<file path="src/xotc_pkg.sv">
// Contract
// - trim code maps linearly, 0x00 least capacitance, 0xFF most, 256 steps.
// - five low trim bits drive five binary weighted capacitor enables directly.
// - three high trim bits thermometer decode into seven 32-unit enables.
// - crystal ready interrupt fires when start-up counter reaches ready count limit.
// - start-up counter ticks on fast RC at power-up, low-power clock on wake.
// - hardware enables fast crystal and applies stored trim with no software.
// - counter mode applies trim at target minus one; current mode on current drop.
// - current mode copies start-up counter into snapshot when trim applied flag rises.
// - settle done flag rises when settle counter reaches the settle threshold.
// - dual-rate RC runs fast rate during power-up to shorten the sequence.
// - software loads count N and source code; device measures against reference.
// - go bit starts measurement, device clears it and shows 32-bit result.
package xotc_pkg;

  // ---------------------------------------------------------------
  // register byte offsets
  // ---------------------------------------------------------------
  localparam logic [7:0] A_CAP_TRIM = 8'h00; // xtal_cap_trim
  localparam logic [7:0] A_STORED_TRIM = 8'h04; // stored_trim_value
  localparam logic [7:0] A_READY_LIMIT = 8'h08; // ready_count_limit
  localparam logic [7:0] A_TRIM_CTRL = 8'h0c; // apply select, settle threshold
  localparam logic [7:0] A_STARTUP_TARGET = 8'h10; // startup_count_target
  localparam logic [7:0] A_SNAPSHOT = 8'h14; // startup_count_snapshot
  localparam logic [7:0] A_SYS_STAT = 8'h18; // sequence status
  localparam logic [7:0] A_CAL_CTRL = 8'h1c; // source code and go bit
  localparam logic [7:0] A_REF_COUNT = 8'h20; // ref_period_count
  localparam logic [7:0] A_RESULT_HIGH = 8'h24; // calib_result_high
  localparam logic [7:0] A_RESULT_LOW = 8'h28; // calib_result_low
  localparam logic [7:0] A_HANDOFF = 8'h2c; // osc_handoff_register
  localparam logic [7:0] A_IRQ_STAT = 8'h30; // sticky events, write one clears
  localparam logic [7:0] A_IRQ_MASK = 8'h34; // interrupt mask

  // ---------------------------------------------------------------
  // field positions
  // ---------------------------------------------------------------
  localparam int TC_SELECT_BIT = 0; // 0 counter mode, 1 current mode
  localparam int TC_SETTLE_LSB = 8;
  localparam int SETTLE_W = 8;
  localparam int CAL_SRC_LSB = 0;
  localparam int CAL_SRC_W = 2;
  localparam int CAL_GO_BIT = 2;
  localparam int ST_SETTLE_BIT = 0;
  localparam int ST_APPLIED_BIT = 1;
  localparam int ST_READY_BIT = 2;
  localparam int ST_XTAL_EN_BIT = 3;
  localparam int ST_DRC_FAST_BIT = 4;
  localparam int IRQ_READY = 0; // crystal_ready_interrupt
  localparam int IRQ_TRIM = 1; // trim applied
  localparam int IRQ_CAL = 2; // calibration done
  localparam int IRQ_W = 3;
  localparam int TRIM_W = 8;
  localparam int BIN_W = 5;
  localparam int THERM_W = 7;
  localparam int REF_N_W = 16;
  localparam int RES_W = 32;
  localparam int HALF_W = 16;

  // ---------------------------------------------------------------
  // reset values and codes
  // ---------------------------------------------------------------
  localparam logic [TRIM_W-1:0] TRIM_RST = 8'h80;
  localparam logic [15:0] READY_LIMIT_RST = 16'h0040;
  localparam logic [15:0] TARGET_RST = 16'h0020;
  localparam logic [SETTLE_W-1:0] SETTLE_RST = 8'h08;
  localparam logic [REF_N_W-1:0] REF_N_RST = 16'h0100;
  localparam logic TRIM_SEL_COUNTER = 1'b0;
  localparam logic TRIM_SEL_CURRENT = 1'b1;
  localparam int NUM_SRC = 4; // 0 dual-rate RC, 1 fast RC, 2 slow xtal, 3 precise RC

  // start-up sequence states
  typedef enum logic [2:0] {
    XOTC_IDLE = 3'b001,
    XOTC_STARTUP = 3'b010,
    XOTC_SETTLE = 3'b100
  } xotc_state_t;

  // capacitor bank enables
  typedef struct packed {
    logic [THERM_W-1:0] therm; // 32-unit capacitors
    logic [BIN_W-1:0] bin; // binary weighted capacitors
  } xotc_cap_t;

endpackage

</file>
<file path="src/xotc_top.sv">
// Our own choices: the Avalon-MM register port and the register offsets.
module xotc_top #(
  parameter int CNT_W = 16 // start-up counter width
) (
  input wire logic I_SYS_CLK, // system clock
  input wire logic I_RST_N, // async reset, active low
  input wire logic [7:0] I_AVS_ADDRESS, // byte address
  input wire logic I_AVS_READ, // read request
  input wire logic I_AVS_WRITE, // write request
  input wire logic [31:0] I_AVS_WRITEDATA, // write data
  input wire logic [3:0] I_AVS_BYTEENABLE, // byte lanes
  output logic [31:0] O_AVS_READDATA, // read data
  output logic O_AVS_WAITREQUEST, // stall
  input wire logic I_XTAL_START, // pulse: start crystal sequence
  input wire logic I_WAKE_UP, // level: 1 wake-up, 0 power-up
  input wire logic I_XTAL_STOP, // pulse: crystal switched off
  input wire logic I_FAST_RC_TICK, // fast RC period pulse
  input wire logic I_LP_TICK, // low-power clock period pulse
  input wire logic I_XTAL_TICK, // crystal period pulse
  input wire logic I_CUR_DROP, // oscillator current dropped
  input wire logic [xotc_pkg::NUM_SRC-1:0] I_SRC_TICK, // calib sources
  input wire logic I_REF_TICK, // 16 MHz reference pulse
  output logic O_XTAL_EN, // crystal enable
  output xotc_pkg::xotc_cap_t O_CAP, // capacitor enables
  output logic O_DRC_FAST, // dual-rate RC at fast rate
  output logic O_IRQ // level interrupt
);
  import xotc_pkg::*;
  // ---------------------------------------------------------------
  // declarations
  // ---------------------------------------------------------------
  xotc_state_t state_q;
  logic ack_q, req, wr, start, stop, sel_tick, apply, ready_hit;
  logic [7:0] waddr;
  logic [31:0] rd_d;
  logic [TRIM_W-1:0] cap_trim_q, stored_trim_q, handoff_q;
  logic [CNT_W-1:0] ready_limit_q, target_q, snapshot_q, ic_cnt_q;
  logic trim_sel_q, wake_q, applied_q, rdy_seen_q, settle_done_q, drc_q;
  logic [SETTLE_W-1:0] settle_n_q, settle_cnt_q;
  logic [CAL_SRC_W-1:0] cal_src_q;
  logic cal_go_q, cal_start, cal_done, src_tick;
  logic [REF_N_W-1:0] ref_n_q, src_cnt_q;
  logic [RES_W-1:0] ref_cnt_q, result_q;
  logic [IRQ_W-1:0] irq_stat_q, irq_mask_q, irq_ev;
  // merge byte lanes of a write into an old value
  function automatic logic [31:0] merge(input logic [31:0] old_v,
      input logic [31:0] new_v, input logic [3:0] be);
    logic [31:0] r;
    r = old_v;
    for (int i = 0; i < 4; i++) begin
      if (be[i]) begin
        r[i*8 +: 8] = new_v[i*8 +: 8];
      end
    end
    return r;
  endfunction
  // thermometer decode: output i high when code exceeds i
  function automatic logic [THERM_W-1:0] therm(input logic [2:0] code);
    logic [THERM_W-1:0] t;
    t = '0;
    for (int i = 0; i < THERM_W; i++) begin
      t[i] = (32'(code) > i);
    end
    return t;
  endfunction

  // ---------------------------------------------------------------
  // bus slave: one wait cycle, then answer
  // ---------------------------------------------------------------
  assign req = I_AVS_READ | I_AVS_WRITE;
  assign O_AVS_WAITREQUEST = req & ~ack_q;
  assign wr = I_AVS_WRITE & ack_q;
  assign waddr = {I_AVS_ADDRESS[7:2], 2'b00};
  // acknowledge toggles so each request waits exactly once
  always_ff @(posedge I_SYS_CLK or negedge I_RST_N) begin
    if (!I_RST_N) begin
      ack_q <= 1'b0;
    end else begin
      ack_q <= req & ~ack_q;
    end
  end
  // read mux, unmapped reads return zero
  always_comb begin
    rd_d = '0;
    unique case (waddr)
      A_CAP_TRIM: rd_d = 32'(cap_trim_q);
      A_STORED_TRIM: rd_d = 32'(stored_trim_q);
      A_READY_LIMIT: rd_d = 32'(ready_limit_q);
      A_TRIM_CTRL: begin
        rd_d[TC_SELECT_BIT] = trim_sel_q;
        rd_d[TC_SETTLE_LSB +: SETTLE_W] = settle_n_q;
      end
      A_STARTUP_TARGET: rd_d = 32'(target_q);
      A_SNAPSHOT: rd_d = 32'(snapshot_q);
      A_SYS_STAT: begin
        rd_d[ST_SETTLE_BIT] = settle_done_q;
        rd_d[ST_APPLIED_BIT] = applied_q;
        rd_d[ST_READY_BIT] = rdy_seen_q;
        rd_d[ST_XTAL_EN_BIT] = O_XTAL_EN;
        rd_d[ST_DRC_FAST_BIT] = drc_q;
      end
      A_CAL_CTRL: begin
        rd_d[CAL_SRC_LSB +: CAL_SRC_W] = cal_src_q;
        rd_d[CAL_GO_BIT] = cal_go_q;
      end
      A_REF_COUNT: rd_d = 32'(ref_n_q);
      A_RESULT_HIGH: rd_d = 32'(result_q[RES_W-1 -: HALF_W]);
      A_RESULT_LOW: rd_d = 32'(result_q[HALF_W-1:0]);
      A_HANDOFF: rd_d = 32'(handoff_q);
      A_IRQ_STAT: rd_d = 32'(irq_stat_q);
      A_IRQ_MASK: rd_d = 32'(irq_mask_q);
      default: rd_d = '0;
    endcase
  end
  // read data latched in the wait cycle, valid when waitrequest drops
  always_ff @(posedge I_SYS_CLK or negedge I_RST_N) begin
    if (!I_RST_N) begin
      O_AVS_READDATA <= '0;
    end else if (I_AVS_READ && !ack_q) begin
      O_AVS_READDATA <= rd_d;
    end
  end

  // ---------------------------------------------------------------
  // software configuration registers
  // ---------------------------------------------------------------
  always_ff @(posedge I_SYS_CLK or negedge I_RST_N) begin
    if (!I_RST_N) begin
      stored_trim_q <= TRIM_RST;
      ready_limit_q <= CNT_W'(READY_LIMIT_RST);
      target_q <= CNT_W'(TARGET_RST);
      trim_sel_q <= TRIM_SEL_COUNTER;
      settle_n_q <= SETTLE_RST;
      ref_n_q <= REF_N_RST;
      handoff_q <= '0;
      irq_mask_q <= '0;
    end else if (wr) begin
      unique case (waddr)
        A_STORED_TRIM: stored_trim_q <= TRIM_W'(merge(32'(stored_trim_q),
            I_AVS_WRITEDATA, I_AVS_BYTEENABLE));
        A_READY_LIMIT: ready_limit_q <= CNT_W'(merge(32'(ready_limit_q),
            I_AVS_WRITEDATA, I_AVS_BYTEENABLE));
        A_STARTUP_TARGET: target_q <= CNT_W'(merge(32'(target_q),
            I_AVS_WRITEDATA, I_AVS_BYTEENABLE));
        A_TRIM_CTRL: begin
          if (I_AVS_BYTEENABLE[0]) begin
            trim_sel_q <= I_AVS_WRITEDATA[TC_SELECT_BIT];
          end
          if (I_AVS_BYTEENABLE[1]) begin
            settle_n_q <= I_AVS_WRITEDATA[TC_SETTLE_LSB +: SETTLE_W];
          end
        end
        A_REF_COUNT: if (!cal_go_q) begin
          ref_n_q <= REF_N_W'(merge(32'(ref_n_q), I_AVS_WRITEDATA,
              I_AVS_BYTEENABLE));
        end
        A_HANDOFF: handoff_q <= TRIM_W'(merge(32'(handoff_q),
            I_AVS_WRITEDATA, I_AVS_BYTEENABLE));
        A_IRQ_MASK: irq_mask_q <= IRQ_W'(merge(32'(irq_mask_q),
            I_AVS_WRITEDATA, I_AVS_BYTEENABLE));
        default: ;
      endcase
    end
  end
  // live trim code: software write, overridden by automatic apply
  always_ff @(posedge I_SYS_CLK or negedge I_RST_N) begin
    if (!I_RST_N) begin
      cap_trim_q <= TRIM_RST;
    end else if (apply) begin
      cap_trim_q <= stored_trim_q;
    end else if (wr && waddr == A_CAP_TRIM) begin
      cap_trim_q <= TRIM_W'(merge(32'(cap_trim_q), I_AVS_WRITEDATA,
          I_AVS_BYTEENABLE));
    end
  end
  // capacitor bank enables, linear over 256 codes
  always_ff @(posedge I_SYS_CLK or negedge I_RST_N) begin
    if (!I_RST_N) begin
      O_CAP <= '0;
    end else begin
      O_CAP.bin <= cap_trim_q[BIN_W-1:0];
      O_CAP.therm <= therm(cap_trim_q[TRIM_W-1:BIN_W]);
    end
  end

  // ---------------------------------------------------------------
  // crystal start-up sequence
  // ---------------------------------------------------------------
  assign start = I_XTAL_START;
  assign stop = I_XTAL_STOP & ~start;
  assign sel_tick = wake_q ? I_LP_TICK : I_FAST_RC_TICK;
  assign apply = (state_q == XOTC_STARTUP) && !start && !stop &&
      ((trim_sel_q == TRIM_SEL_COUNTER) ?
      (ic_cnt_q == CNT_W'(target_q - 1'b1)) : I_CUR_DROP);
  assign ready_hit = (state_q != XOTC_IDLE) && !start && !rdy_seen_q &&
      (ic_cnt_q == ready_limit_q);
  assign O_XTAL_EN = (state_q != XOTC_IDLE);
  assign O_DRC_FAST = drc_q;
  // sequence state; a start always restarts from the beginning
  always_ff @(posedge I_SYS_CLK or negedge I_RST_N) begin
    if (!I_RST_N) begin
      state_q <= XOTC_IDLE;
    end else if (start) begin
      state_q <= XOTC_STARTUP;
    end else if (stop) begin
      state_q <= XOTC_IDLE;
    end else begin
      unique case (state_q)
        XOTC_IDLE: state_q <= XOTC_IDLE;
        XOTC_STARTUP: if (apply) state_q <= XOTC_SETTLE;
        XOTC_SETTLE: state_q <= XOTC_SETTLE;
        default: state_q <= XOTC_IDLE;
      endcase
    end
  end
  // wake or power-up caught at start
  always_ff @(posedge I_SYS_CLK or negedge I_RST_N) begin
    if (!I_RST_N) begin
      wake_q <= 1'b0;
    end else if (start) begin
      wake_q <= I_WAKE_UP;
    end
  end
  // start-up counter, saturating
  always_ff @(posedge I_SYS_CLK or negedge I_RST_N) begin
    if (!I_RST_N) begin
      ic_cnt_q <= '0;
    end else if (start) begin
      ic_cnt_q <= '0;
    end else if (O_XTAL_EN && sel_tick && !(&ic_cnt_q)) begin
      ic_cnt_q <= ic_cnt_q + 1'b1;
    end
  end
  // trim applied flag, ready seen flag and snapshot
  always_ff @(posedge I_SYS_CLK or negedge I_RST_N) begin
    if (!I_RST_N) begin
      applied_q <= 1'b0;
      rdy_seen_q <= 1'b0;
      snapshot_q <= '0;
    end else begin
      if (start || stop) begin
        applied_q <= 1'b0;
        rdy_seen_q <= 1'b0;
      end else begin
        if (apply) applied_q <= 1'b1;
        if (ready_hit) rdy_seen_q <= 1'b1;
      end
      if (apply && trim_sel_q == TRIM_SEL_CURRENT) begin
        snapshot_q <= ic_cnt_q;
      end
    end
  end
  // settle counter and settle done flag
  always_ff @(posedge I_SYS_CLK or negedge I_RST_N) begin
    if (!I_RST_N) begin
      settle_cnt_q <= '0;
      settle_done_q <= 1'b0;
    end else if (start || stop) begin
      settle_cnt_q <= '0;
      settle_done_q <= 1'b0;
    end else if (state_q == XOTC_SETTLE) begin
      if (I_XTAL_TICK && !(&settle_cnt_q)) begin
        settle_cnt_q <= settle_cnt_q + 1'b1;
      end
      if (settle_cnt_q >= settle_n_q) begin
        settle_done_q <= 1'b1;
      end
    end
  end
  // dual-rate RC fast during a power-up sequence until crystal ready
  always_ff @(posedge I_SYS_CLK or negedge I_RST_N) begin
    if (!I_RST_N) begin
      drc_q <= 1'b0;
    end else if (start) begin
      drc_q <= ~I_WAKE_UP;
    end else if (stop || ready_hit) begin
      drc_q <= 1'b0;
    end
  end

  // ---------------------------------------------------------------
  // reference counter calibration
  // ---------------------------------------------------------------
  assign cal_start = wr && waddr == A_CAL_CTRL && I_AVS_BYTEENABLE[0] &&
      I_AVS_WRITEDATA[CAL_GO_BIT] && !cal_go_q;
  assign src_tick = I_SRC_TICK[cal_src_q];
  assign cal_done = cal_go_q && src_tick &&
      ({1'b0, src_cnt_q} + 1'b1 >= {1'b0, ref_n_q});
  // go bit, source select and counts
  always_ff @(posedge I_SYS_CLK or negedge I_RST_N) begin
    if (!I_RST_N) begin
      cal_go_q <= 1'b0;
      cal_src_q <= '0;
      src_cnt_q <= '0;
      ref_cnt_q <= '0;
    end else if (cal_start) begin
      cal_go_q <= 1'b1;
      cal_src_q <= I_AVS_WRITEDATA[CAL_SRC_LSB +: CAL_SRC_W];
      src_cnt_q <= '0;
      ref_cnt_q <= '0;
    end else if (cal_go_q) begin
      if (cal_done) cal_go_q <= 1'b0;
      if (src_tick) src_cnt_q <= src_cnt_q + 1'b1;
      if (I_REF_TICK) ref_cnt_q <= ref_cnt_q + 1'b1;
    end else if (wr && waddr == A_CAL_CTRL && I_AVS_BYTEENABLE[0]) begin
      cal_src_q <= I_AVS_WRITEDATA[CAL_SRC_LSB +: CAL_SRC_W];
    end
  end
  // result counts reference edges over N source periods
  always_ff @(posedge I_SYS_CLK or negedge I_RST_N) begin
    if (!I_RST_N) begin
      result_q <= '0;
    end else if (cal_done) begin
      result_q <= ref_cnt_q + RES_W'(I_REF_TICK);
    end
  end

  // ---------------------------------------------------------------
  // interrupts: sticky status, set wins over write-one clear
  // ---------------------------------------------------------------
  always_comb begin
    irq_ev = '0;
    irq_ev[IRQ_READY] = ready_hit;
    irq_ev[IRQ_TRIM] = apply;
    irq_ev[IRQ_CAL] = cal_done;
  end
  // sticky status, events or-ed in every cycle
  always_ff @(posedge I_SYS_CLK or negedge I_RST_N) begin
    if (!I_RST_N) begin
      irq_stat_q <= '0;
    end else if (wr && waddr == A_IRQ_STAT && I_AVS_BYTEENABLE[0]) begin
      irq_stat_q <= (irq_stat_q & ~I_AVS_WRITEDATA[IRQ_W-1:0]) | irq_ev;
    end else begin
      irq_stat_q <= irq_stat_q | irq_ev;
    end
  end
  assign O_IRQ = |(irq_stat_q & irq_mask_q);
endmodule // xotc_top

</file>
<file path="config.mk">
export PLATFORM = sky130hd
export DESIGN_NAME = xotc_top
export DESIGN_NICKNAME = d
export VERILOG_FILES = /design/src/xotc_pkg.sv /design/src/xotc_top.sv
export SDC_FILE = /design/constraint.sdc
export NUM_CORES = 1
export LEC_CHECK = 0
export BUFFER_PORTS_ARGS = -buffer_cell sky130_fd_sc_hd__buf_2
export CORE_AREA = 10 10 201 203
export CTS_BUF_LIST = sky130_fd_sc_hd__clkbuf_16
export CTS_CLUSTER_DIAMETER = 80
export DETAILED_ROUTE_END_ITERATION = 10
export DIE_AREA = 0 0 211 213
export GPL_TIMING_DRIVEN = 0
export PLACE_DENSITY = 0.53
export SETUP_SLACK_MARGIN = 0.1
export SLEW_MARGIN = 5
export SYNTH_ARGS = -nofsm -noshare
export SYNTH_HDL_FRONTEND = slang
export SYNTH_SLANG_ARGS = --single-unit
</file>
<file path="constraint.sdc">
create_clock -name I_SYS_CLK -period 4.39 [get_ports I_SYS_CLK]
set_input_delay 0.2195 -clock I_SYS_CLK [delete_from_list [all_inputs] [get_ports I_SYS_CLK]]
set_output_delay 0.2195 -clock I_SYS_CLK [all_outputs]
set_load 0.01 [all_outputs]
</file>
Word level (Yosys, flattened, before mapping)
Index checks and enable logic that the tools add are counted.
{"block": "totals", "reg_bits": 247, "input_bits": 60, "output_inout_bits": 48, "elab_cells": 187}
{"block": "classes", "add_sub_neg": 7, "order_cmp": 10, "eq_ne": 20, "n_mux": 43, "bitwise_logic": 13, "reduce_logical": 63}
{"operator": "$mux W32", "count": 3}
{"operator": "$mux W16", "count": 5}
{"operator": "$pmux W8 S7", "count": 1}
{"operator": "$mux W8", "count": 6}
{"operator": "$eq A6 B4 Y1 const B", "count": 6}
{"operator": "$add A16 B1 Y16 const B", "count": 2}
{"operator": "$add A32 B1 Y32", "count": 1}
{"operator": "$add A32 B1 Y32 const B", "count": 1}
{"operator": "$eq A16 B16 Y1", "count": 2}
{"operator": "$pmux W3 S9", "count": 1}
{"operator": "$reduce_and A3 Y1", "count": 9}
{"operator": "$pmux W2 S13", "count": 1}
{"operator": "$reduce_bool A2 Y1", "count": 13}
{"operator": "$eq A6 B3 Y1 const B", "count": 4}
{"operator": "$logic_and A1 B1 Y1", "count": 20}
{"operator": "$pmux W2 S10", "count": 1}
{"operator": "$add A16 B1 Y17 const B", "count": 1}
{"operator": "$ge A17 B16 Y1", "count": 1}
{"operator": "$reduce_and A16 Y1", "count": 1}
{"operator": "$sub A16 B1 Y16 const B", "count": 1}
{"operator": "$mux W1", "count": 15}
{"operator": "$pmux W1 S14", "count": 1}
{"operator": "$eq A6 B2 Y1 const B", "count": 2}
{"operator": "$mux W3", "count": 4}
{"operator": "28 further kinds", "count": 54}

Logic depth before layout (Yosys ltp)
Gate-level depths: netlist of run 1.
{"block": "depth", "ltp_word": 9, "mapped_depth": 17}

Least setup slack after synthesis of run 1
OpenSTA, ideal clock, no wires.
{"block": "synth_timing", "path_type": "flip-flop to flip-flop", "from": "register src_cnt_q[0]", "to": "register result_q[10]", "setup_time_ns": 0.125, "arrival_ns": 3.714, "t_required_ns": 4.265, "path_slack_ns": 0.551, "path_stages_with_launch": 18, "path_buffers": 2, "synth_period_minus_slack_ns": 3.839, "cell_sequence": "dfrtp_1 ha_1 nand3_1 nor3_1 and3_1 clkbuf_1 nand3_1 nor2_1 xor2_1 ha_1 nand4_1 nor2_1 nand4_1 nor3_1 o31ai_1 a21oi_1 buf_2 mux2_2"}
{"block": "synth_between", "elab_chain_cells": 3}
{"item": "start: declaration", "line": "xotc_top.sv:42", "rtl": "logic [REF_N_W-1:0] ref_n_q, src_cnt_q;"}
{"item": "start signal: assignment", "line": "xotc_top.sv:303", "rtl": "if (src_tick) src_cnt_q <= src_cnt_q + 1'b1;"}
{"item": "$add A16 B1 Y17", "line": "xotc_top.sv:288", "rtl": "({1'b0, src_cnt_q} + 1'b1 >= {1'b0, ref_n_q});"}
{"item": "$ge A17 B16 Y1", "line": "xotc_top.sv:288"}
{"item": "$logic_and A1 B1 Y1", "line": "xotc_top.sv:287", "rtl": "assign cal_done = cal_go_q && src_tick &&"}
{"item": "end signal: assignment", "line": "xotc_top.sv:314", "rtl": "result_q <= ref_cnt_q + RES_W'(I_REF_TICK);"}
{"item": "end: declaration", "line": "xotc_top.sv:43", "rtl": "logic [RES_W-1:0] ref_cnt_q, result_q;"}
Every way passes these cells.
A chain may end at the register's enable or synchronous reset.

Worst setup path in the final report of run 1
{"block": "layout_timing", "from": "register src_cnt_q[0]", "to": "register result_q[27]"}
Same word-level chain as after synthesis.

==> results.yml, run 1 <==
run_status:
  status: "finished clean"
sta:
  rsz0062_at_grt: "no"
  period_needed_ns: 3.83
  maxSlewViolCount: 0
  slew_headroom_pct: 15.3
  fin_crit_sh_pct: 87.4
  final_hold_viol_count: 0
  fmax_mhz: 261
  finalSetupViolations: 0
  setup_slack_ns: 0.555
  tightest_slew_ns: 1.26
  finClkSkew_ns: 0.0163
power:
  leakagePower_uw: 0.00734
  p_sw_uw: 1380
  p_clk_share_pct: 44.3
  vdd_drop_max_v: 0.000260
  power_frac_comb_pct: 9.5
  power_frac_seq_pct: 46.2
  p_total_uw: 5390
  powerDensity_nw_per_um2: 348
  switching_share_pct: 25.7
  intPower_uw: 4010
die:
  coreArea_um2: 36300
  io_pins: 108
  die_area_um2: 44900
  fp.dieW_um: 211
  fp.dieH_um: 213
  start_util_pct: 36.6
  num_rows: 70
yosys:
  syn_area_um2: 13300
  ys_warn_count: 0
  async_flop_share_pct: 100
  ys_ff_latch: 247
  syn_inst: 1351
  synth.avg_cell_area_um2: 9.83
  synth_edf_count: 0
  synth_cell_types: 70
  synth_flop_cell: "dfrtp_1"
  synth-seq-area-share_pct: 46.6
placement:
  post-place-ws_ns: -0.342
  dp.cells: 1903
  post-dp-hpwl_um: 31500
  place.port_buffers: 66
  placed_area_um2: 14300
  gp_congestion: 0.930
setup_path:
  crit_fanout: 10
  worstRegToRegCells: 18
  r2r_end: "result_q[27]"
  worstSetupPathType: "reg2reg"
  rrSetupSlack_ns: 0.56
  start_kind: "register"
  critical-path-max-stage-delay_ns: 0.43
  critPathSlowestCell: "dfrtp_1"
  critPathArrivalTime_ns: 4.27
  timing.rr.start: "src_cnt_q[0]"
  crit_path_end_kind: "register"
  worstSetupStartpoint: "src_cnt_q[0]"
  path_cells: "ha_1, nand3_1, nor3_4, and3_1, clkbuf_2, nand3_1, nor2_1, xor2_1, ha_1, nand4_1, nor2_1, nand4_1, nor3_1, o31ai_1, a21oi_2, buf_4, buf_2, mux2_2"
  required_ns: 4.83
drt:
  routed_wl_um: 41500
  first_pass_iters: 8
  drc: 0
  vias_per_cell: 5.40
  dr.first_iter.drc_count: 789
  wl_per_cell_um: 21.0
  vias: 10690
  antenna_left: 0
clock_tree:
  htreeDepth: 1
  clkTransAtPathRegs_ns: 0.06
  clk-insertion-delay-late_ns: 0.56
  cts_buffers: 29
  clockBufferDepth: 3
  cts-root-buf: "clkbuf_16"
  cts_tree: "built"
  clock_sinks: 247
global_routing:
  grt-ovfl-total: 0
  grt_pass1_wl_um: 64200
  grt_pass1_vias: 10391
  grt_max_degree: 108
  grt_usage_pct: 18.4
  grt_antenna_before_repair: 0
worst_hold_path:
  hold_path_startpoint: "I_AVS_WRITEDATA[2]"
  min_path_cells: 3
  hp-class: "in2reg"
  whs_endpoint: "ref_n_q[2]"
cells_and_area:
  utilization_pct: 42.7
  nFillCells: 3591
  syn2layout_area_growth_pct: 16.7
  stdcell_area_um2: 15500
  n_antenna_cell: 0
  stdcell_count: 1978
  drive_above_1_share_pct: 16.8
  final_net_count: 1580
run:
  maxCapViolCount: 0
## registers in the layout (all words and copies together), names as in the netlist, 3 cells and up
name and count:
ready_limit_q 16, irq_mask_q 3, handoff_q 8, settle_n_q 8, O_AVS_READDATA 16, target_q 16, ic_cnt_q 16, cap_trim_q 8
irq_stat_q 3, ref_cnt_q 32, settle_cnt_q 8, O_CAP 12, ref_n_q 16, state_q 3, stored_trim_q 8, snapshot_q 16
src_cnt_q 16, result_q 32
## cells by family after synthesis
group / Yosys count / share of synthesized area [%]
XOR/XNOR: 114 / 7.52
other: 1 / 0.0282
AND/OR/NAND/NOR: 484 / 17.5
multiplexers: 109 / 9.18
flip-flops: 247 / 46.6
AO/OA/AOI/OAI: 243 / 12.2
adder cells (fa/ha/maj): 31 / 2.92
buffers and inverters: 122 / 4.06
## routing by layer
layer	GRT usage, %	vias up	share of wire [%]	routed length [um]
met4	4.60	0	2.6	1080
met3	2.84	68	5.1	2130
met5	0	-	0	0
li1	-	5060	-	-
met2	29.8	292	46	19100
met1	25.4	5270	46	19200
## power groups by stage
stage | registers [uW] | clock network (uW) | logic, uW
after floorplan | 2500 | 0 | 281
after global placement | 2530 | 0 | 487
after detailed placement | 2530 | 0 | 503
after CTS | 2490 | 2440 | 520
after global routing | 2500 | 2550 | 575
final | 2490 | 2390 | 513
## timing repair
action,4_1_cts,5_1_grt
hold buffers,19,0
pin swaps,1,1
hold endpoints to repair,101,0
endpoints found under the setup margin,34,32
resized for setup,2,4
buffers inserted,2,2
## worst max-delay path by stage
stage | end | depth (start not counted)
6_report | result_q[27] | 18
5_1_grt | result_q[26] | 18
3_3_place_gp | src_cnt_q[10] | 1
2_1_floorplan | result_q[10] | 17
3_5_place_dp | result_q[5] | 17
4_1_cts | result_q[11] | 18
## layout by cell type, fill, tap and decap left out, types with 16 or more instances in the layout
| cell type | Yosys | layout |
|---|---|---|
| dfrtp_1 | 240 | 240 |
| nand2_1 | 167 | 167 |
| nor2_1 | 124 | 124 |
| mux2_2 | 92 | 92 |
| o21ai_0 | 83 | 83 |
| buf_2 | 5 | 68 |
| clkbuf_1 | 61 | 60 |
| xnor2_1 | 58 | 58 |
| xor2_1 | 56 | 56 |
| nand3_1 | 45 | 45 |
| inv_1 | 36 | 45 |
| a21oi_1 | 36 | 35 |
| ha_1 | 31 | 31 |
| clkbuf_16 | 0 | 29 |
| nand4_1 | 25 | 25 |
| or3_1 | 23 | 23 |
| nor3_1 | 22 | 21 |
| buf_4 | 16 | 21 |
| a31oi_1 | 19 | 19 |
| dlygate4sd3_1 | 0 | 19 |
| a221oi_1 | 18 | 18 |
| mux2i_1 | 16 | 16 |
| conb_1 | 1 | 16 |
## per-stage QoR
step,TNS [ns],hold slack (ns)
global placement,-380.48,0.430
floorplan,0,-0.0761
finish,0,0.0359
detailed placement,-8.95,0.180
global route,0,0.0636
CTS,0,0.0190
## final cells by class
cell class / count / area (um2) / share of cell area [%]
Clock inverter: 23 / 200 / 1.29
Clock buffer: 29 / 726 / 4.68
Multi-Input combinational cell: 997 / 6630 / 42.8
Timing Repair Buffer: 92 / 623 / 4.02
Inverter: 36 / 135 / 0.872
Buffer: 86 / 410 / 2.65
Sequential cell: 247 / 6190 / 39.9
Tap cell: 468 / 586 / 3.78
## critical path, delay by kind of cell, from the launching register on
kind,cells,cell delay (ns)
DFF,1,0.43
xor gates and xnor gates,1,0.10
buffers and inverters,3,0.58
adders and majority gates,2,0.57
and+or+nand+nor,9,1.45
AOI/OAI and AO/OA,2,0.22
muxes,1,0.36
## synthesized netlist by cell type (25+ instances only)
cell      count  share of area (%)
a21oi_1      36                1.4
ha_1         31                2.9
inv_1        36                1.0
xor2_1       56                3.7
mux2_2       92                7.8
nand3_1      45                1.7
nand2_1     167                4.7
dfrtp_1     240                 45
o21ai_0      83                3.1
clkbuf_1     61                1.7
nor2_1      124                3.5
nand4_1      25                1.2
xnor2_1      58                3.8
Note: power is estimated with default switching activity, not from simulation.
==> run 2, diff against run 1 <==
--- a/config.mk
+++ b/config.mk
@@ -5,12 +5,13 @@
 export SDC_FILE = /design/constraint.sdc
 export NUM_CORES = 1
 export LEC_CHECK = 0
+export ABC_AREA = 1
 export BUFFER_PORTS_ARGS = -buffer_cell sky130_fd_sc_hd__buf_2
-export CORE_AREA = 10 10 201 203
+export CORE_AREA = 10 10 205 207
 export CTS_BUF_LIST = sky130_fd_sc_hd__clkbuf_16
 export CTS_CLUSTER_DIAMETER = 80
 export DETAILED_ROUTE_END_ITERATION = 10
-export DIE_AREA = 0 0 211 213
+export DIE_AREA = 0 0 215 217
 export GPL_TIMING_DRIVEN = 0
 export PLACE_DENSITY = 0.53
 export SETUP_SLACK_MARGIN = 0.1
==> run 2 against run 1 <==
Against the previous run: via count grew 17%; final cell count rose by 24%; combinational power grew 120%; first-iteration DRC count increased by 23%; final area is 3.8% higher; sequential share of layout area is 1.5 points lower; setup slack better by 0.49 ns; critical path depth fell by 1; count of clock-buffer cells in the layout unchanged; clock skew rose by 0.0038 ns; largest cell class unchanged; synthesized area up 4.2%; routed wire length is 9.2% higher.
==> results.yml, run 2 <==
power:
  leakagePower_uw: 0.00785
  vdd_drop_max_v: 0.000289
  powerDensity_nw_per_um2: 390
placement:
  dp.cells: 2379
  gp_congestion: 0.894
  post-dp-hpwl_um: 34900
  place.port_buffers: 70
sta:
  finalSetupViolations: 0
  tightest_slew_ns: 0.833
  hold_ws_ns: 0.0232
  finClkSkew_ns: 0.0201
  maxSlewViolCount: 0
  rsz0062_at_grt: "no"
  fmax_mhz: 299
  period_needed_ns: 3.34
  fin_setup_tns_ns: 0
  final_hold_viol_count: 0
  slew_headroom_pct: 44.3
  fin_crit_sh_pct: 76.1
setup_path:
  critPathArrivalTime_ns: 3.76
  crit_path_end_kind: "register"
  required_ns: 4.81
  worstSetupStartpoint: "src_cnt_q[0]"
  worstRegToRegCells: 17
  timing.rr.start: "src_cnt_q[0]"
  crit_fanout: 10
  crit_path_end: "cal_go_q"
  start_kind: "register"
  rrSetupSlack_ns: 1.05
  worstSetupPathType: "reg2reg"
  r2r_end: "cal_go_q"
global_routing:
  grt-ovfl-total: 0
  grt_usage_pct: 19.3
  grt_pass1_wl_um: 71800
  grt_pass1_vias: 12376
  grt_max_degree: 115
  grt_antenna_before_repair: 0
die:
  fp.dieH_um: 217
  die_area_um2: 46700
  start_util_pct: 36.3
  coreArea_um2: 38100
  num_rows: 72
  fp.dieW_um: 215
  io_pins: 108
cells_and_area:
  largestRegisters: "ref_cnt_q (32), result_q (32)"
  drive_above_1_share_pct: 10.7
  syn2layout_area_growth_pct: 16.3
  n_antenna_cell: 0
  final_common_cell: "nand2_1"
  utilization_pct: 42.2
  mostFrequentLayoutCells: "nand2_1 (470), dfrtp_1 (240), inv_1 (213)"
  stdcell_count: 2446
  final_net_count: 2002
yosys:
  synth_top_family_by_area: "simple AND/OR/NAND/NOR gates"
  synthAdderAreaFrac_pct: 2.80
  async_flop_share_pct: 100
  synth_edf_count: 0
  ys_top_cells_by_count: "nand2_1 (470), dfrtp_1 (240), inv_1 (205), o21ai_0 (149), nor2_1 (124)"
  yosysTopAreaCellShare_pct: 43.4
  muxShareOfSynthArea_pct: 0.163
  syn_area_um2: 13800
  synth_compound_area_share_pct: 12.3
  syn_inst: 1774
  post-synth-top-count-cell: "nand2_1"
  synthTopCellsByArea: "dfrtp_1 (43%), nand2_1 (13%), inv_1 (5.6%), o21ai_0 (5.4%), nand3_1 (4.1%)"
  ys_warn_count: 0
  synth.avg_cell_area_um2: 7.80
  synth_cell_types: 55
  ys_ff_latch: 247
  synthXorXnorAreaFrac_pct: 4.18
  synth_top_area_cell: "dfrtp_1"
  synthSimpleGateAreaFrac_pct: 27.3
  synth-seq-area-share_pct: 44.7
  synth_flop_cell: "dfrtp_1"
clock_tree:
  clk-insertion-delay-late_ns: 0.57
  clkTransAtPathRegs_ns: 0.06
  cts-root-buf: "clkbuf_16"
  htreeDepth: 1
  cts_buffers: 29
  clock_sinks: 247
  cts_tree: "built"
  clockBufferDepth: 3
  post_cts_buffers: 0
run:
  maxCapViolCount: 0
drt:
  first_pass_iters: 5
  vias_per_cell: 5.10
  antenna_left: 0
  drc: 0
  routed_wl_um: 45300
  dr.first_iter.drc_count: 973
  wl_per_cell_um: 18.5
  vias: 12483
run_status:
  status: "finished clean"
worst_hold_path:
  hp-class: "in2reg"
[run 2: cell count changes after synthesis, moves of 20 or more]
cell      delta
clkbuf_1    -31
o22ai_1     +20
o21ai_0     +66
a21oi_1     +28
nand2_1    +303
inv_1      +169
mux2_2      -90
or3_1       -23
xnor2_1     -47
nand3_1     +69
[run 2: stage by stage]
stage	area (um2)	setup WS [ns]	total power [uW]
6_report	16100	1.05	6270
5_1_grt	16100	0.582	6620
4_1_cts	16100	1.01	6340
3_5_place_dp	15000	1.02	3860
3_3_place_gp	14900	-1.59	3830
2_1_floorplan	13900	1.56	3450
[run 2: power by group]
| part | internal, uW | leakage [uW] | switching (uW) |
|---|---|---|---|
| Sequential | 2500 | 0.00324 | 192 |
| Combinational | 408 | 0.00412 | 726 |
| Clock | 1470 | 0.000486 | 968 |
[run 2: final cells by class]
class	count	area [um2]
buffer	66	370
clock buffer	29	726
clock inverter	19	214
fill	3928	22000
inverter	214	803
multi-input combinational	1262	6530
sequential	247	6190
tap	518	648
timing repair buffer	91	606
[run 2: logic make-up (layout without fill, tap and decap cells)]
family	count (synthesis)	count (layout)
AND/OR/NAND/NOR	851	851
AO/OA/AOI/OAI	296	296
buffers and inverters	280	419
flip-flops	247	247
XOR/XNOR	66	66
adder cells (fa/ha/maj)	31	31
multiplexers	2	2
other	1	16
[run 2: worst min-delay path by stage]
stage,start,end,depth (start not counted)
floorplan,I_RST_N,O_AVS_READDATA[0],0
global route,I_AVS_WRITEDATA[10],target_q[10],3
global placement,cap_trim_q[1],O_CAP[1],0
CTS,I_AVS_WRITEDATA[10],settle_n_q[2],3
finish,I_AVS_WRITEDATA[10],settle_n_q[2],3
detailed placement,I_RST_N,O_CAP[5],1
[run 2: critical path, cell delays in order (launching register included)]
cell and delay [ns]:
dfrtp_1 0.43, ha_1 0.21, nand3_1 0.18, nor3_4 0.26
nand3_1 0.14, nor2_1 0.23, nand3_1 0.12, xor2_1 0.19
inv_1 0.07, ha_1 0.31, nand4_1 0.11, nor4_1 0.27
nand2_1 0.13, nand3_4 0.16, nand2_4 0.12, buf_6 0.18
nand2_1 0.06, nand2_1 0.05
[run 2: timing repair]
| action | CTS | global route |
|---|---|---|
| resized for setup | 0 | 0 |
| hold buffers | 19 | 0 |
| endpoints found under the hold margin | 88 | 0 |
[run 2: metal layers]
layer,up-vias,global-route usage [%],part of all wire [%]
li1,6091,-,-
met1,6051,24.9,43
met2,274,33.0,49
met3,67,2.87,4.9
met4,0,5.75,2.9
met5,-,0,0
==> run 3, diff against run 2 <==
==> constraint.sdc (replaced) <==
create_clock -name I_SYS_CLK -period 3.1 [get_ports I_SYS_CLK]
set_input_delay 0.155 -clock I_SYS_CLK [delete_from_list [all_inputs] [get_ports I_SYS_CLK]]
set_output_delay 0.155 -clock I_SYS_CLK [all_outputs]
set_load 0.01 [all_outputs]
==> run 3 against run 2 <==
Against the previous run: final cell count is 1.2% higher; critical path depth is 3 higher; core utilization is 1.3 points higher; sequential power is 42% higher; hold slack better by 0.0021 ns; clock skew is 0.0032 ns lower; power is 45% higher; routed wire length is 1.4% higher; final area is 3.2% higher; clock power is 42% higher; critical path type unchanged.
==> results.yml, run 3 (same netlist as run 2, synthesis figures left out) <==
power:
  switching_share_pct: 30.4
  p_sw_uw: 2770
  power_frac_comb_pct: 20.0
  power_frac_seq_pct: 42.0
  vdd_drop_max_v: 0.000411
  leakagePower_uw: 0.00804
  p_clk_share_pct: 37.9
  powerDensity_nw_per_um2: 549
  intPower_uw: 6350
global_routing:
  grt_usage_pct: 19.4
  grt_pass1_vias: 12489
  grt_max_degree: 115
  grt_pass1_wl_um: 72400
  grt_antenna_before_repair: 0
  grt-ovfl-total: 0
cells_and_area:
  stdcell_area_um2: 16600
  final_net_count: 2031
  largestRegisters: "ref_cnt_q (32), result_q (32)"
  syn2layout_area_growth_pct: 19.9
  nFillCells: 3879
  final_common_cell: "nand2_1"
  utilization_pct: 43.5
  n_antenna_cell: 0
  stdcell_count: 2475
  drive_above_1_share_pct: 13.4
  mostFrequentLayoutCells: "nand2_1 (458), dfrtp_1 (239), inv_1 (212)"
sta:
  period_needed_ns: 3.02
  maxSlewViolCount: 0
  tightest_slew_ns: 0.799
  final_hold_viol_count: 0
  fin_crit_sh_pct: 97.3
  fin_setup_tns_ns: 0
  rsz0062_at_grt: "yes"
  slew_headroom_pct: 46.5
  fmax_mhz: 332
  finClkSkew_ns: 0.0169
  finalSetupViolations: 0
clock_tree:
  cts_buffers: 29
  clkTransAtPathRegs_ns: 0.06
  clock_sinks: 247
  cts_tree: "built"
  htreeDepth: 1
  cts-root-buf: "clkbuf_16"
  clockBufferDepth: 3
  clk-insertion-delay-late_ns: 0.57
setup_path:
  crit_fanout: 8
  worstRegToRegCells: 20
  crit_family: "simple AND/OR/NAND/NOR gates"
  critical-path-max-stage-delay_ns: 0.43
  crit_path_end_kind: "register"
  path_buf_inv: 3
  path_cells: "buf_6, ha_4, nand3_4, nor3_4, nand3_2, nor2_4, nand3_2, xor2_2, inv_2, ha_4, nand2_1, nor2_2, o21ai_1, nand3_2, nor2_4, nand3_4, nand2_8, clkbuf_16, nand2_1, nand2_1"
  critPathSlowestCell: "dfrtp_1"
  path_depth: 20
  required_ns: 3.55
  critPathArrivalTime_ns: 3.46
  worstSetupPathType: "reg2reg"
  start_kind: "register"
drt:
  vias_per_cell: 5.10
  vias: 12619
  antenna_left: 0
  wl_per_cell_um: 18.6
  drc: 0
  routed_wl_um: 46000
  dr.first_iter.drc_count: 1001
  first_pass_iters: 5
placement:
  placed_area_um2: 15000
  place.port_buffers: 70
  post-dp-hpwl_um: 34900
  dp.cells: 2379
  gp_congestion: 0.894
die:
  die_area_um2: 46700
  fp.dieW_um: 215
  io_pins: 108
  fp.dieH_um: 217
  num_rows: 72
  start_util_pct: 36.3
  coreArea_um2: 38100
run_status:
  status: "finished clean"
worst_hold_path:
  min_path_cells: 4
  hp-class: "in2reg"
run:
  maxCapViolCount: 0
-- run 3: cell types whose count changed in the layout (fill, tap and decap cells not counted), sizes merged --
cell,before,now
dlygate4sd3,19,26
clkbuf,59,61
buf,108,128
-- run 3: power by group through the flow --
stage,registers (uW),clock network [uW],logic [uW]
6_report,3830,3460,1830
3_3_place_gp,3860,0,1560
5_1_grt,3870,3660,2080
4_1_cts,3810,3540,1740
3_5_place_dp,3870,0,1600
2_1_floorplan,3780,0,1100
-- run 3: worst min-delay path, cell delays in order --
cell and delay, ns:
buf_2 0.08, nand2_1 0.09, nand3_1 0.15, nand2_1 0.06
-- run 3: cell type report --
cell class / instances / area [um2] / area share, %
tap: 518 / 648 / 3.91
multi-input combinational: 1262 / 6730 / 40.6
buffer: 66 / 403 / 2.43
sequential: 247 / 6190 / 37.3
clock inverter: 19 / 214 / 1.29
inverter: 214 / 803 / 4.84
clock buffer: 29 / 726 / 4.37
timing repair buffer: 120 / 880 / 5.30
-- run 3: timing repair --
item,4_1_cts,5_1_grt
buffers inserted,13,7
pin swaps,12,16
hold endpoints to repair,128,0
gates resized for setup,19,36
setup endpoints to repair,34,34
hold buffers,26,0
gates cloned,0,2
-- run 3: per-layer routing --
layer / track usage (%) / share of wire (%) / up-vias
met5: 0 / 0 / -
met4: 5.87 / 3.0 / 0
met3: 2.88 / 5.2 / 70
met2: 33.2 / 49 / 298
met1: 25.0 / 43 / 6093
li1: - / - / 6158
-- run 3: path summary, 6_finish.rpt --
| path | from | endpoint | slack (ns) |
|---|---|---|---|
| hold / removal | I_CUR_DROP | state_q[1] | 0.03 |
| max in group asynchronous | I_RST_N | src_cnt_q[3] | 1.97 |
| min in group asynchronous | I_RST_N | O_CAP[5] | 0.10 |
| setup reg to reg | src_cnt_q[0] | result_q[11] | 0.08 |
| setup / recovery | src_cnt_q[0] | result_q[11] | 0.08 |
| hold reg to reg | cap_trim_q[0] | O_CAP[0] | 0.42 |
-- run 3: stage by stage --
step                      hold WS [ns]  total power [uW]  setup slack (ns)
after floorplan                 -0.141              4880             0.267
after global placement           0.357              5420             -2.82
after detailed placement         0.134              5460            -0.272
after CTS                       0.0182              9090            0.0437
after global routing            0.0627              9610           -0.0369
final                           0.0253              9120            0.0840
